===== src/common/txn_pkg.sv =====
// Constants and types shared by the transactional execution unit
`default_nettype none
package txn_pkg;

  // Core operation codes
  localparam logic [3:0] OP_LOAD    = 4'h0;
  localparam logic [3:0] OP_STORE   = 4'h1;
  localparam logic [3:0] OP_ACQUIRE = 4'h2;
  localparam logic [3:0] OP_RELEASE = 4'h3;
  localparam logic [3:0] OP_BEGIN   = 4'h4;
  localparam logic [3:0] OP_END     = 4'h5;
  localparam logic [3:0] OP_ABORT   = 4'h6;
  localparam logic [3:0] OP_TEST    = 4'h7;
  localparam logic [3:0] OP_SUSPEND = 4'h8;
  localparam logic [3:0] OP_RESUME  = 4'h9;
  localparam logic [3:0] OP_UNSAFE  = 4'hA;

  // Abort status word field positions
  localparam int ST_EXPLICIT_BIT = 0;
  localparam int ST_RETRY_BIT    = 1;
  localparam int ST_CONFLICT_BIT = 2;
  localparam int ST_CAPACITY_BIT = 3;
  localparam int ST_NESTED_BIT   = 5;
  localparam int ST_IMM_LSB      = 24;
  localparam int ST_IMM_W        = 8;
  localparam int STATUS_W        = 32;

  // Reset values
  localparam logic [31:0] STATUS_RESET   = 32'h0000_0000;
  localparam logic        NO_ELIDE_RESET = 1'b0;

  // Geometry defaults
  localparam int ADDR_W_DEF      = 32;
  localparam int DATA_W_DEF      = 32;
  localparam int LINE_OFS_DEF    = 6;
  localparam int WORD_OFS_DEF    = 2;
  localparam int TRK_ENTRIES_DEF = 16;
  localparam int SB_DEPTH_DEF    = 8;
  localparam int MAX_NEST_DEF    = 7;

  // Top-level sequencing states
  typedef enum logic [2:0]
  {
    ST_IDLE  = 3'b001,
    ST_TXN   = 3'b010,
    ST_DRAIN = 3'b100
  } txn_state_type;

endpackage : txn_pkg
`default_nettype wire


===== src/logic/txn_unit.sv =====
// Transactional execution unit with lock elision and explicit regions
//
// Contract
// - Track read and write sets per line
// - Remote read of write-set, write of either conflicts
// - Abort discards updates, restores state, runs plainly
// - Updates become visible only at atomic commit
// - Elided acquire: lock in read set, no write
// - Free lock stays free to others
// - Own lock read returns acquired value
// - Matching elided release suppressed, then commit attempted
// - Failed hinted region reruns without elision
// - Without hint support, hints are ignored prefixes
// - Abort when tracking capacity is exceeded
// - Abort on unsafe instructions or system events
// - Status query and explicit abort provided
// - Suspend and resume load tracking
// - Explicit region abort restarts at fallback with status
// - Explicit abort immediate loaded into accumulator
// - Nested regions act as one outermost region
// - Hidden nesting count; enter at one, commit at zero
`timescale 1ns/10ps
`default_nettype none
module txn_unit
  import txn_pkg::*;
#(
  parameter int   ADDR_W       = ADDR_W_DEF,
  parameter int   DATA_W       = DATA_W_DEF,
  parameter int   LINE_OFS     = LINE_OFS_DEF,
  parameter int   TRK_ENTRIES  = TRK_ENTRIES_DEF,
  parameter int   SB_DEPTH     = SB_DEPTH_DEF,
  parameter int   MAX_NEST     = MAX_NEST_DEF,
  parameter logic HINT_SUPPORT = 1'b1
)
(
  // Clock and reset
  input  wire logic              core_clk,
  input  wire logic              reset_n,
  // Core operation request
  input  wire logic              op_valid,
  output logic                   op_ready,
  input  wire logic [3:0]        op_code,
  input  wire logic [ADDR_W-1:0] op_addr,
  input  wire logic [DATA_W-1:0] op_wdata,
  input  wire logic [DATA_W-1:0] op_old_data,
  input  wire logic [7:0]        op_imm,
  input  wire logic [ADDR_W-1:0] op_fallback,
  // Load and status query answers
  output logic                   load_done,
  output logic                   load_fwd_hit,
  output logic [DATA_W-1:0]      load_data,
  output logic                   query_done,
  output logic                   query_txn,
  // Abort and restart
  output logic                   abort_pulse,
  output logic                   abort_acc_write,
  output logic [STATUS_W-1:0]    abort_status,
  output logic [ADDR_W-1:0]      restart_addr,
  output logic                   txn_active,
  output logic                   elision_off,
  // External writes to coherent memory
  output logic                   ext_wr_valid,
  output logic [ADDR_W-1:0]      ext_wr_addr,
  output logic [DATA_W-1:0]      ext_wr_data,
  output logic                   snoop_hold,
  // Remote snoops and system events
  input  wire logic              snoop_valid,
  input  wire logic              snoop_is_write,
  input  wire logic [ADDR_W-1:0] snoop_addr,
  input  wire logic              sys_event
);

  localparam int LINE_W = ADDR_W - LINE_OFS;
  localparam int TRK_IW = (TRK_ENTRIES > 1) ? $clog2(TRK_ENTRIES) : 1;
  localparam int SB_IW  = (SB_DEPTH > 1) ? $clog2(SB_DEPTH) : 1;
  localparam int SB_CW  = $clog2(SB_DEPTH + 1);
  localparam int NEST_W = $clog2(MAX_NEST + 1);

  txn_state_type      state_reg;
  txn_state_type      state_next;
  logic [NEST_W-1:0]  nest_reg;
  logic [NEST_W-1:0]  nest_next;
  logic               explicit_reg;
  logic               no_elide_reg;
  logic               suspend_reg;
  logic [ADDR_W-1:0]  fallback_reg;
  logic [LINE_W-1:0]  trk_line_reg [TRK_ENTRIES];
  logic [TRK_ENTRIES-1:0] trk_rd_reg;
  logic [TRK_ENTRIES-1:0] trk_wr_reg;
  logic [ADDR_W-1:0]  sb_addr_reg [SB_DEPTH];
  logic [DATA_W-1:0]  sb_data_reg [SB_DEPTH];
  logic [SB_CW-1:0]   sb_cnt_reg;
  logic [SB_CW-1:0]   sb_cnt_next;
  logic [SB_IW-1:0]   drain_idx_reg;
  logic               lock_vld_reg;
  logic [ADDR_W-1:0]  lock_addr_reg;
  logic [DATA_W-1:0]  lock_old_reg;
  logic [DATA_W-1:0]  lock_new_reg;

  // Associative lookups over the tracking marks and the store buffer
  function automatic logic [TRK_IW:0] trk_find(input logic [LINE_W-1:0] line);
    logic [TRK_IW:0] r;
    r = '0;
    for (int i = TRK_ENTRIES - 1; i >= 0; i--)
      if ((trk_rd_reg[i] | trk_wr_reg[i]) && trk_line_reg[i] == line)
        r = {1'b1, TRK_IW'(i)};
    return r;
  endfunction : trk_find

  function automatic logic [TRK_IW:0] trk_free();
    logic [TRK_IW:0] r;
    r = '0;
    for (int i = TRK_ENTRIES - 1; i >= 0; i--)
      if (!(trk_rd_reg[i] | trk_wr_reg[i]))
        r = {1'b1, TRK_IW'(i)};
    return r;
  endfunction : trk_free

  function automatic logic [SB_IW:0] sb_find(input logic [ADDR_W-1:0] addr);
    logic [SB_IW:0] r;
    r = '0;
    for (int i = SB_DEPTH - 1; i >= 0; i--)
      if (SB_CW'(i) < sb_cnt_reg && sb_addr_reg[i] == addr)
        r = {1'b1, SB_IW'(i)};
    return r;
  endfunction : sb_find

  // Operation decode
  wire is_idle   = (state_reg == ST_IDLE);
  wire is_txn    = (state_reg == ST_TXN);
  wire is_drain  = (state_reg == ST_DRAIN);
  wire take      = op_valid & op_ready;
  wire is_ld     = take & (op_code == OP_LOAD);
  wire is_st     = take & (op_code == OP_STORE);
  wire is_acq    = take & (op_code == OP_ACQUIRE);
  wire is_rel    = take & (op_code == OP_RELEASE);
  wire is_begin  = take & (op_code == OP_BEGIN);
  wire is_end    = take & (op_code == OP_END);
  wire is_txn_explicit_abort = take & (op_code == OP_ABORT);
  wire is_test   = take & (op_code == OP_TEST);
  wire is_susp   = take & (op_code == OP_SUSPEND);
  wire is_resume = take & (op_code == OP_RESUME);
  wire is_unsafe = take & (op_code == OP_UNSAFE);
  wire lock_hit  = lock_vld_reg & (op_addr == lock_addr_reg);
  wire [LINE_W-1:0] op_line    = op_addr[ADDR_W-1:LINE_OFS];
  wire [LINE_W-1:0] snoop_line = snoop_addr[ADDR_W-1:LINE_OFS];

  // hints act as plain writes when unsupported
  wire hint_on    = HINT_SUPPORT;
  // only one elided lock is tracked; later acquires are plain
  wire acq_elide  = is_acq & hint_on & ~no_elide_reg & ~lock_vld_reg & ~is_drain;
  wire acq_plain  = is_acq & ~acq_elide;
  // elide a release that restores the pre-acquire value
  wire rel_elide  = is_rel & hint_on & is_txn & lock_hit & (op_wdata == lock_old_reg);
  wire wr_path    = is_st | acq_plain | (is_rel & ~rel_elide);
  wire sb_store   = wr_path & is_txn;
  // plain stores go out only outside a region
  wire ext_direct = wr_path & is_idle;
  wire txn_start  = is_idle & (acq_elide | is_begin);

  // hinted ops and region begin/end move the hidden count
  wire nest_inc  = (hint_on & is_acq) | is_begin;
  wire nest_dec  = ((hint_on & is_rel) | (is_end & is_txn)) & (nest_reg != '0);
  wire nest_ovf  = is_txn & nest_inc & (nest_reg == NEST_W'(MAX_NEST));

  // read marks from loads and the elided lock, write marks from stores
  wire mark_rd   = (is_ld & is_txn & ~suspend_reg) | acq_elide;
  wire mark_wr   = sb_store;
  // Lookups read the marks directly, so they need a process, not a net
  logic [TRK_IW:0] trk_hit;
  logic [TRK_IW:0] trk_slot;
  logic [SB_IW:0]  sb_hit;
  always_comb
  begin
    trk_hit  = trk_find(op_line);
    trk_slot = trk_free();
    sb_hit   = sb_find(op_addr);
  end
  wire [TRK_IW-1:0] trk_idx = trk_hit[TRK_IW] ? trk_hit[TRK_IW-1:0] : trk_slot[TRK_IW-1:0];
  wire sb_full   = (sb_cnt_reg == SB_CW'(SB_DEPTH));
  // no free tracking slot or store buffer entry
  wire cap_fail  = ((mark_rd | mark_wr) & ~trk_hit[TRK_IW] & ~trk_slot[TRK_IW])
                 | (sb_store & ~sb_hit[SB_IW] & sb_full);

  // remote read hits a write mark, remote write hits any mark
  // snoop compared against every tracked line
  logic conflict;
  always_comb
  begin
    conflict = 1'b0;
    for (int i = 0; i < TRK_ENTRIES; i++)
      if (trk_line_reg[i] == snoop_line &&
          (trk_wr_reg[i] | (snoop_is_write & trk_rd_reg[i])))
        conflict = 1'b1;
  end
  wire snoop_conflict = snoop_valid & conflict;

  // unsafe instructions and system events abort
  // explicit abort only acts inside a region
  wire lock_bad  = is_txn & lock_hit & (is_st | is_acq | (is_rel & ~rel_elide));
  wire abort_go  = is_txn & (snoop_conflict | cap_fail | is_txn_explicit_abort | is_unsafe
                 | sys_event | lock_bad | nest_ovf);
  // commit only when the outermost level closes
  wire commit_go = is_txn & nest_dec & ~nest_inc & (nest_reg == NEST_W'(1)) & ~abort_go;
  wire drain_last = ({1'b0, drain_idx_reg} == SB_CW'(sb_cnt_reg - SB_CW'(1)));

  wire [STATUS_W-1:0] status_word =
      ({{(STATUS_W - ST_IMM_W){1'b0}}, (is_txn_explicit_abort ? op_imm : 8'h00)} << ST_IMM_LSB)
    | (STATUS_W'(is_txn_explicit_abort) << ST_EXPLICIT_BIT)
    | (STATUS_W'(snoop_conflict) << ST_RETRY_BIT)
    | (STATUS_W'(snoop_conflict) << ST_CONFLICT_BIT)
    | (STATUS_W'(cap_fail) << ST_CAPACITY_BIT)
    | (STATUS_W'(nest_reg > NEST_W'(1)) << ST_NESTED_BIT);

  // Drain blocks new ops so commit order stays intact
  assign op_ready   = ~is_drain;
  assign txn_active = is_txn;
  // remote agents are held off while the buffer drains
  assign snoop_hold = is_drain;
  assign elision_off = no_elide_reg;

  assign nest_next = abort_go ? '0 : NEST_W'(nest_reg + NEST_W'(nest_inc) - NEST_W'(nest_dec));
  assign sb_cnt_next = (sb_store & ~sb_hit[SB_IW] & ~sb_full) ? SB_CW'(sb_cnt_reg + SB_CW'(1))
                                                              : sb_cnt_reg;

  always_comb
  begin
    state_next = state_reg;
    unique case (state_reg)
      ST_IDLE:  if (txn_start) state_next = ST_TXN;
      ST_TXN:
      begin
        if (abort_go)
          state_next = ST_IDLE;
        else if (commit_go)
          state_next = (sb_cnt_next != '0) ? ST_DRAIN : ST_IDLE;
      end
      ST_DRAIN: if (drain_last) state_next = ST_IDLE;
      default:  state_next = ST_IDLE;
    endcase
  end

  always_ff @(posedge core_clk or negedge reset_n)
  begin
    if (!reset_n)
    begin
      state_reg <= ST_IDLE;
      nest_reg  <= '0;
    end
    else
    begin
      state_reg <= state_next;
      nest_reg  <= nest_next;
    end
  end

  // capture fallback target and region kind at outermost start
  always_ff @(posedge core_clk or negedge reset_n)
  begin
    if (!reset_n)
    begin
      fallback_reg <= '0;
      explicit_reg <= 1'b0;
    end
    else if (txn_start)
    begin
      fallback_reg <= op_fallback;
      explicit_reg <= is_begin;
    end
  end

  // after a hinted abort, rerun plainly until the count closes
  always_ff @(posedge core_clk or negedge reset_n)
  begin
    if (!reset_n)
      no_elide_reg <= NO_ELIDE_RESET;
    else if (abort_go & ~explicit_reg)
      no_elide_reg <= 1'b1;
    else if (is_idle & nest_dec & (nest_reg == NEST_W'(1)))
      no_elide_reg <= 1'b0;
  end

  // suspend stops load read marking until resume or region end
  always_ff @(posedge core_clk or negedge reset_n)
  begin
    if (!reset_n)
      suspend_reg <= 1'b0;
    else if (abort_go | commit_go | is_resume)
      suspend_reg <= 1'b0;
    else if (is_susp & is_txn)
      suspend_reg <= 1'b1;
  end

  // line marks, cleared whole at abort or commit
  always_ff @(posedge core_clk or negedge reset_n)
  begin
    if (!reset_n)
    begin
      trk_rd_reg <= '0;
      trk_wr_reg <= '0;
    end
    else if (abort_go | commit_go)
    begin
      trk_rd_reg <= '0;
      trk_wr_reg <= '0;
    end
    else if ((mark_rd | mark_wr) & ~cap_fail)
    begin
      trk_rd_reg[trk_idx] <= trk_rd_reg[trk_idx] | mark_rd;
      trk_wr_reg[trk_idx] <= trk_wr_reg[trk_idx] | mark_wr;
    end
  end

  // Tag storage needs no reset; marks qualify it
  always_ff @(posedge core_clk)
  begin
    if ((mark_rd | mark_wr) & ~cap_fail & ~abort_go & ~trk_hit[TRK_IW])
      trk_line_reg[trk_idx] <= op_line;
  end

  // merge into a matching word or append
  always_ff @(posedge core_clk)
  begin
    if (sb_store & ~abort_go & (sb_hit[SB_IW] | ~sb_full))
    begin
      sb_addr_reg[sb_hit[SB_IW] ? sb_hit[SB_IW-1:0] : sb_cnt_reg[SB_IW-1:0]] <= op_addr;
      sb_data_reg[sb_hit[SB_IW] ? sb_hit[SB_IW-1:0] : sb_cnt_reg[SB_IW-1:0]] <= op_wdata;
    end
  end

  always_ff @(posedge core_clk or negedge reset_n)
  begin
    if (!reset_n)
    begin
      sb_cnt_reg    <= '0;
      drain_idx_reg <= '0;
    end
    else if (abort_go | (is_drain & drain_last))
    begin
      sb_cnt_reg    <= '0;
      drain_idx_reg <= '0;
    end
    else
    begin
      sb_cnt_reg    <= sb_cnt_next;
      drain_idx_reg <= is_drain ? SB_IW'(drain_idx_reg + SB_IW'(1)) : '0;
    end
  end

  // elided lock remembered with the value the acquire would write
  // lock is never written externally while elided
  always_ff @(posedge core_clk or negedge reset_n)
  begin
    if (!reset_n)
    begin
      lock_vld_reg  <= 1'b0;
      lock_addr_reg <= '0;
      lock_old_reg  <= '0;
      lock_new_reg  <= '0;
    end
    else if (abort_go | commit_go | rel_elide)
      lock_vld_reg <= 1'b0;
    else if (acq_elide)
    begin
      lock_vld_reg  <= 1'b1;
      lock_addr_reg <= op_addr;
      lock_old_reg  <= op_old_data;
      lock_new_reg  <= op_wdata;
    end
  end

  // own lock read sees the acquired value
  wire fwd_lock = is_txn & lock_hit;
  wire fwd_sb   = is_txn & sb_hit[SB_IW];
  always_ff @(posedge core_clk or negedge reset_n)
  begin
    if (!reset_n)
    begin
      load_done    <= 1'b0;
      load_fwd_hit <= 1'b0;
      load_data    <= '0;
    end
    else
    begin
      load_done    <= is_ld;
      load_fwd_hit <= is_ld & (fwd_lock | fwd_sb);
      load_data    <= fwd_lock ? lock_new_reg
                    : fwd_sb   ? sb_data_reg[sb_hit[SB_IW-1:0]] : '0;
    end
  end

  // status query answers one cycle later
  always_ff @(posedge core_clk or negedge reset_n)
  begin
    if (!reset_n)
    begin
      query_done <= 1'b0;
      query_txn  <= 1'b0;
    end
    else
    begin
      query_done <= is_test;
      query_txn  <= is_test & is_txn;
    end
  end

  // restart at fallback; immediate into accumulator
  always_ff @(posedge core_clk or negedge reset_n)
  begin
    if (!reset_n)
    begin
      abort_pulse     <= 1'b0;
      abort_acc_write <= 1'b0;
      abort_status    <= STATUS_RESET;
      restart_addr    <= '0;
    end
    else
    begin
      abort_pulse     <= abort_go;
      abort_acc_write <= abort_go & explicit_reg;
      if (abort_go)
      begin
        abort_status <= status_word;
        restart_addr <= fallback_reg;
      end
    end
  end

  // buffered stores leave one per cycle, one cycle behind the drain slot; the last leaves after the snoop hold drops
  always_ff @(posedge core_clk or negedge reset_n)
  begin
    if (!reset_n)
    begin
      ext_wr_valid <= 1'b0;
      ext_wr_addr  <= '0;
      ext_wr_data  <= '0;
    end
    else
    begin
      ext_wr_valid <= ext_direct | is_drain;
      ext_wr_addr  <= is_drain ? sb_addr_reg[drain_idx_reg] : op_addr;
      ext_wr_data  <= is_drain ? sb_data_reg[drain_idx_reg] : op_wdata;
    end
  end

endmodule : txn_unit
`default_nettype wire


===== config.mk =====
export PLATFORM = sky130hd
export DESIGN_NAME = txn_unit
export DESIGN_NICKNAME = d
export VERILOG_FILES = /design/src/common/txn_pkg.sv /design/src/logic/txn_unit.sv
export SDC_FILE = /design/constraint.sdc
export NUM_CORES = 2
export LEC_CHECK = 0
export BUFFER_PORTS_ARGS = -buffer_cell sky130_fd_sc_hd__buf_2
export CAP_MARGIN = 20
export CORE_MARGIN = 2
export CORE_UTILIZATION = 50
export DETAILED_ROUTE_END_ITERATION = 6
export GPL_TIMING_DRIVEN = 0
export PLACE_DENSITY = 0.67
export RECOVER_POWER = 50
export SYNTH_ARGS = -nofsm -noshare
export SYNTH_HDL_FRONTEND = slang
export SYNTH_SLANG_ARGS = --single-unit

===== constraint.sdc =====
create_clock -name core_clk -period 7.5 [get_ports core_clk]
set_clock_uncertainty 0.1 [all_clocks]
set_input_delay 0.75 -clock core_clk [delete_from_list [all_inputs] [get_ports core_clk]]
set_output_delay 0.75 -clock core_clk [all_outputs]
set_load 0.02 [all_outputs]

[Word-level counts from Yosys, hierarchy flattened]
Memory sizes are Yosys's and may differ from the RTL's.
Index checks and enable logic that the tools add are counted.
Storage, ports and cells
  input bits: 178
  bits in writable memories: 928
  logic and storage cells: 403
  register bits after elaboration: 344
  output and inout port bits: 171
  memories: 3
Memory list
  trk_line_reg: depth 16, bits a word 26, read ports 16, clocked after Yosys merged registers in 0, wr ports 1, RTL line txn_unit.sv:87  | logic [LINE_W-1:0] trk_line_reg [TRK_ENTRIES];
  sb_addr_reg: depth 8, bits a word 32, read ports 9, clocked after Yosys merged registers in 0, wr ports 1, RTL line txn_unit.sv:90  | logic [ADDR_W-1:0] sb_addr_reg [SB_DEPTH];
  sb_data_reg: depth 8, bits a word 32, read ports 2, clocked after Yosys merged registers in 0, wr ports 1, RTL line txn_unit.sv:91  | logic [DATA_W-1:0] sb_data_reg [SB_DEPTH];
Cells by class
  reduce and logical (&&, ||, !) cells: 50
  magnitude comparators: 11
  add/sub/neg operators: 5
  bitwise logic cells: 150
  equality and inequality tests: 62
  mux-type cells: 96
Operators by type and width (number)
  26-bit == test: 32
  32-bit == test: 10
  5-bit two-way mux: 32
  32-bit two-way mux: 4
  1-bit bitwise AND: 73
  16-bit two-way mux: 4
  1-bit bitwise OR: 57
  4-bit two-way mux: 11
  1-bit logical AND: 41
  16-bit bitwise mux: 2
  32-bit by 1-bit bitwise OR with 32-bit output: 1
  32-bit by 2-bit bitwise OR with 32-bit output: 1
  32-bit by 3-bit bitwise OR with 32-bit output: 1
  32-bit by 4-bit bitwise OR with 32-bit output: 1
  32-bit by 6-bit bitwise OR with 32-bit output: 1
  1-bit two-way mux: 29
  3-bit two-way mux: 9
  4-bit by 3-bit == test with 1-bit output (second input constant): 4
  4-bit == test (second input constant): 4
  3-bit by 4-bit less-than comparator with 1-bit output (first input constant): 4
  1-bit inverter: 15
  3-bit one-hot mux with 3 select lines: 1
  1-bit binary-select mux with 4-bit select: 2
  4-bit by 2-bit == test with 1-bit output (second input constant): 2
  other kinds (25): 33

[Logic depth before layout (Yosys ltp)]
An unclocked memory read counts as a cell.
  word-level depth: 36
  mapped depth: 17
  depth with buffers taken out: 13

[Worst setup path before layout]
Ideal clock, no wire load.
  path kind: input -> register
  start: input port op_addr[25]
  end: memory sb_addr_reg[3][0] in the netlist's numbering, enable pin
  required time: 6.914 ns
  path buffers: 5
  data arrival time: 6.047 ns
  stages: 16
  slack: 0.867 ns
  library setup time: 0.486 ns
  path through: buf_4 > buf_6 > buf_4 > xor2_1 > nor4_1 > nand4_1 > nor4_1 > a21bo_2 > a21oi_1 > o21ai_0 > and2_1 > clkbuf_1 > buf_2 > a21oi_1 > or3b_2 > nor2_1
On the way
  word-level cells in the longest chain between the ends: 34
  elaborated cells between the ends (all ways): 105
  those cells by class: 25 x eq/ne; 27 x mux; 29 x bitwise; 24 x reduce/logical
RTL lines
  start, declared: RTL line txn_unit.sv:43  | input wire logic [ADDR_W-1:0] op_addr,
  26-bit == test: RTL line txn_unit.sv:105  | if ((trk_rd_reg[i] | trk_wr_reg[i]) && trk_line_reg[i] == line)
  1-bit logical AND: RTL line txn_unit.sv:105
  5-bit two-way mux (16 in series): RTL line txn_unit.sv:105
  1-bit inverter: RTL line txn_unit.sv:182  | wire cap_fail = ((mark_rd | mark_wr) & ~trk_hit[TRK_IW] & ~trk_slot[TRK_IW])
  1-bit bitwise AND (2 in series): RTL line txn_unit.sv:182
  1-bit bitwise OR: RTL line txn_unit.sv:183  | | (sb_store & ~sb_hit[SB_IW] & sb_full);
  1-bit bitwise OR (3 in series): RTL line txn_unit.sv:201  | wire abort_go = is_txn & (snoop_conflict | cap_fail | is_txn_explicit_abort | is_unsafe
  1-bit bitwise OR (3 in series): RTL line txn_unit.sv:202  | | sys_event | lock_bad | nest_ovf);
  1-bit bitwise AND: RTL line txn_unit.sv:201
  1-bit inverter: RTL line txn_unit.sv:324  | if (sb_store & ~abort_go & (sb_hit[SB_IW] | ~sb_full))
  1-bit bitwise AND (2 in series): RTL line txn_unit.sv:324
  1-bit two-way mux: RTL line txn_unit.sv:324
  1-bit two-way mux: RTL line txn_unit.sv:326  | sb_addr_reg[sb_hit[SB_IW] ? sb_hit[SB_IW-1:0] : sb_cnt_reg[SB_IW-1:0]] <= op_addr;
  end, declared: RTL line txn_unit.sv:90
Several ways; a longest one is shown, not always the timed one.

[Final worst setup path]
  start: input port op_addr[12]
  end: memory sb_data_reg[3][16] in the netlist's numbering, enable pin
On the way
  word-level cells in the longest chain between the ends: 34
  elaborated cells between the ends (all ways): 105
  those cells by class: 25 x eq/ne; 27 x mux; 29 x bitwise; 24 x reduce/logical
RTL lines
  26-bit == test: RTL line txn_unit.sv:105
  1-bit logical AND: RTL line txn_unit.sv:105
  5-bit two-way mux (16 in series): RTL line txn_unit.sv:105
  1-bit inverter: RTL line txn_unit.sv:182
  1-bit bitwise AND (2 in series): RTL line txn_unit.sv:182
  1-bit bitwise OR: RTL line txn_unit.sv:183
  1-bit bitwise OR (3 in series): RTL line txn_unit.sv:201
  1-bit bitwise OR (3 in series): RTL line txn_unit.sv:202
  1-bit bitwise AND: RTL line txn_unit.sv:201
  1-bit inverter: RTL line txn_unit.sv:324
  1-bit bitwise AND (2 in series): RTL line txn_unit.sv:324
  1-bit two-way mux: RTL line txn_unit.sv:324
  1-bit two-way mux: RTL line txn_unit.sv:327  | sb_data_reg[sb_hit[SB_IW] ? sb_hit[SB_IW-1:0] : sb_cnt_reg[SB_IW-1:0]] <= op_wdata;
  end, declared: RTL line txn_unit.sv:91
Several ways; a longest one is shown, not always the timed one.

==> impl_metrics.py <==
metrics = {
    "clock_network": {
        "h-tree-depth": 4,
        "cts_made_buffers": 139,
        "clockBufferDepth": 3,
        "cts_tree": "done",
        "cts_resized": 0,
        "clockRootBuffer": "clkbuf_16",
        "clk_latency_ns": 0.80,
        "clk_pin_slew_worst_paths_ns": 0.06,
        "cts_sinks": 1252,
    },
    "run_status": {
        "violations": "design-rule violations, max-capacitance violations, max-slew violations",
        "status": "finished, violations left",
    },
    "synth": {
        "synth_compound_area_frac": 0.0291,
        "yosys.area.top_type_share": 0.447,
        "synth_cells": 4430,
        "synth_cell_types": 87,
        "yosysTopAreaCell": "edfxtp_1",
        "synth-simple-area-share": 0.0754,
        "synth.most_common_cell": "edfxtp_1",
        "yosys-top-cells-count": "edfxtp_1 (928), xor2_1 (679), xnor2_1 (482)",
        "ys_ff_latch": 1252,
        "synth_xor_area_frac": 0.163,
        "avgSynthCellArea_um2": 14.1,
        "synth_edf_count": 928,
        "synth_top_flop_cell": "edfxtp_1",
        "ys_warn_count": 0,
        "ys_seq_area_frac": 0.576,
        "yosys-mux-area-fraction": 0.125,
        "syn_area_um2": 62400,
        "synthAdderAreaFrac": 0.00172,
        "synth_area_leaders": "edfxtp_1 (45%), dfrtp_1 (13%), xor2_1 (9.5%)",
        "synth-async-reset-ratio": 0.259,
        "synth_top_family_by_area": "XOR/XNOR gates",
    },
    "die": {
        "fp.dieH_um": 357,
        "coreArea_um2": 124000,
        "die_area_um2": 128000,
        "die_width_um": 357,
        "num_rows": 129,
        "start_util": 0.504,
        "io_pins": 349,
    },
    "detailed_routing": {
        "vias": 43500,
        "totalWireLength_um": 236000,
        "drt_iter0_drc": 6902,
        "viasPerCell": 6.49,
        "routedWlPerCell_um": 35.3,
        "drcViolationCount": 32,
        "ant_nets": 0,
        "drtPass1Iterations": 7,
    },
    "timing": {
        "relSlewSlack": -0.913,
        "final_hold_viol_count": 0,
        "finalCritPeriodShare": 0.980,
        "fmax_mhz": 136,
        "fin_setup_tns_ns": 0,
        "hold_slack_ns": 0.0889,
        "slew_violations": 317,
        "setup_viol": 0,
        "period_needed_ns": 7.35,
        "worst-slew-pin-transition_ns": 2.87,
        "rsz0062_at_grt": "no",
    },
    "critical_path": {
        "crit_path_frequent_cell": "buf_12",
        "r2r_start": "state_reg[0]",
        "path_buf_inv": 5,
        "critPathRequiredTime_ns": 7.86,
        "crit_type": "input port to flop",
        "cp_top_family": "simple AND/OR/NAND/NOR gates",
        "cp_slowest_cell": "nor4_2",
        "path_cells": "buf_2 > buf_4 > buf_6 > xor2_1 > nor4_1 > nand4_1 > nor4_2 > a21oi_1 > o211ai_2 > and2_1 > o221a_4 > nand2b_1 > or3b_2 > nor2_4 > buf_12 > buf_12",
        "rr_worst_depth": 14,
        "crit_cells": 16,
        "endpoint": "sb_data_reg[3][16]",
        "cpPeakStageDelay_ns": 0.97,
        "r2r_setup_slack_ns": 0.57,
        "crit_arrival_ns": 7.71,
        "end_kind": "flop",
        "cp-startpoint": "op_addr[12]",
        "start_kind": "input port",
        "reg2reg_to": "sb_data_reg[3][16]",
        "cp_max_fo": 25,
    },
    "global_route": {
        "grt_pass1_vias": 42000,
        "grt_start_max_net_pins": 123,
        "grt_pass1_wl_um": 323000,
        "grt_overflow_total": 0,
        "antenna_found_initial": 13,
        "grt_usage": 0.366,
    },
    "cells_and_area": {
        "fin_nets": 5130,
        "area_delta_synth_final_pct": 14.5,
        "drive_above_1_share": 0.194,
        "largest_reg_flops": 416,
        "utilization": 0.577,
        "layoutNonFillerInstCount": 6696,
    },
    "run": {
        "max_cap_viol_count": 3,
    },
    "placement": {
        "dp.cells": 6432,
        "hpwl_um": 160000,
        "port_buffers": 295,
        "routabilityCongestion": 0.979,
    },
    "power": {
        "p_leak_nw": 25.3,
        "peakVddDrop_mv": 0.248,
        "power.density_nw_per_um2": 240,
    },
    "worst_hold_path": {
        "holdCritPathClass": "input port to flop",
    },
}
==> cell families after synthesis <==
family	count (synthesis)
adders and majority gates	8
buffers and inverters	313
AOI/OAI and AO/OA	270
and+or+nand+nor	839
muxes	586
DFF	1252
xor gates and xnor gates	1161
other	1
==> repair_timing <==
action / CTS / global route
hold buffers: 1 / 0
setup buffers: 0 / 0
endpoints found under the hold margin: 12 / 0
==> power breakdown <==
| group | switching, W | internal [W] |
|---|---|---|
| Sequential | 0.000262 | 0.00788 |
| Combinational | 0.00146 | 0.000830 |
| Clock | 0.00292 | 0.00381 |
==> worst min path at each step <==
| stage | startpoint | endpoint | slack (ns) | cells after the start |
|---|---|---|---|---|
| floorplan | lock_new_reg[0] | load_data[0] | 0.34 | 2 |
| detailed placement | lock_new_reg[10] | load_data[10] | 0.36 | 2 |
| CTS | op_old_data[23] | lock_old_reg[23] | 0.05 | 2 |
| global placement | lock_new_reg[25] | load_data[25] | 0.35 | 2 |
| finish | op_old_data[23] | lock_old_reg[23] | 0.09 | 2 |
| global route | op_imm[6] | abort_status[30] | 0.06 | 3 |
==> metrics by stage <==
| step | setup slack (ns) | cell area [um^2] | power (W) |
|---|---|---|---|
| after global routing | 0.188 | 71500 | 0.0176 |
| after CTS | 0.437 | 71600 | 0.0171 |
| after global placement | -5.10 | 66000 | 0.0104 |
| final | 0.150 | 71500 | 0.0172 |
| after floorplan | 0.867 | 62500 | 0.00955 |
| after detailed placement | -0.379 | 67200 | 0.0105 |
==> final cells by class <==
class	count	area, um^2
Antenna cell	3	7.51
Inverter	25	93.8
Fill cell	9982	52300
Tap cell	1637	2050
Sequential cell	1252	36000
Clock buffer	193	3840
Timing Repair Buffer	355	2410
Buffer	288	1740
Clock inverter	60	557
Multi-Input combinational cell	2883	24800
==> layer usage <==
layer	vias to the layer above	global-route usage	wire length (um)
li1	17400	-	-
met1	22000	0.501	89300
met2	3258	0.541	103000
met3	739	0.0777	28100
met4	2	0.214	16400
met5	-	0	10
==> placed cells by master (no fill, tap or decap), types with 25 or more instances in the layout <==
cell type,instances
nor2_1,82
edfxtp_1,928
a21oi_1,36
nor3_1,34
mux4_2,128
mux2_4,33
nand4_1,148
mux2i_1,294
xor2_1,679
nor4_1,221
buf_4,72
clkbuf_16,141
o21ai_0,104
dfrtp_1,323
xnor2_1,482
buf_6,39
nand3_1,65
mux2_2,124
buf_2,272
o31ai_1,34
buf_1,25
nand2_1,150
clkbuf_1,221
No activity file was read; power rests on OpenSTA's default activity.
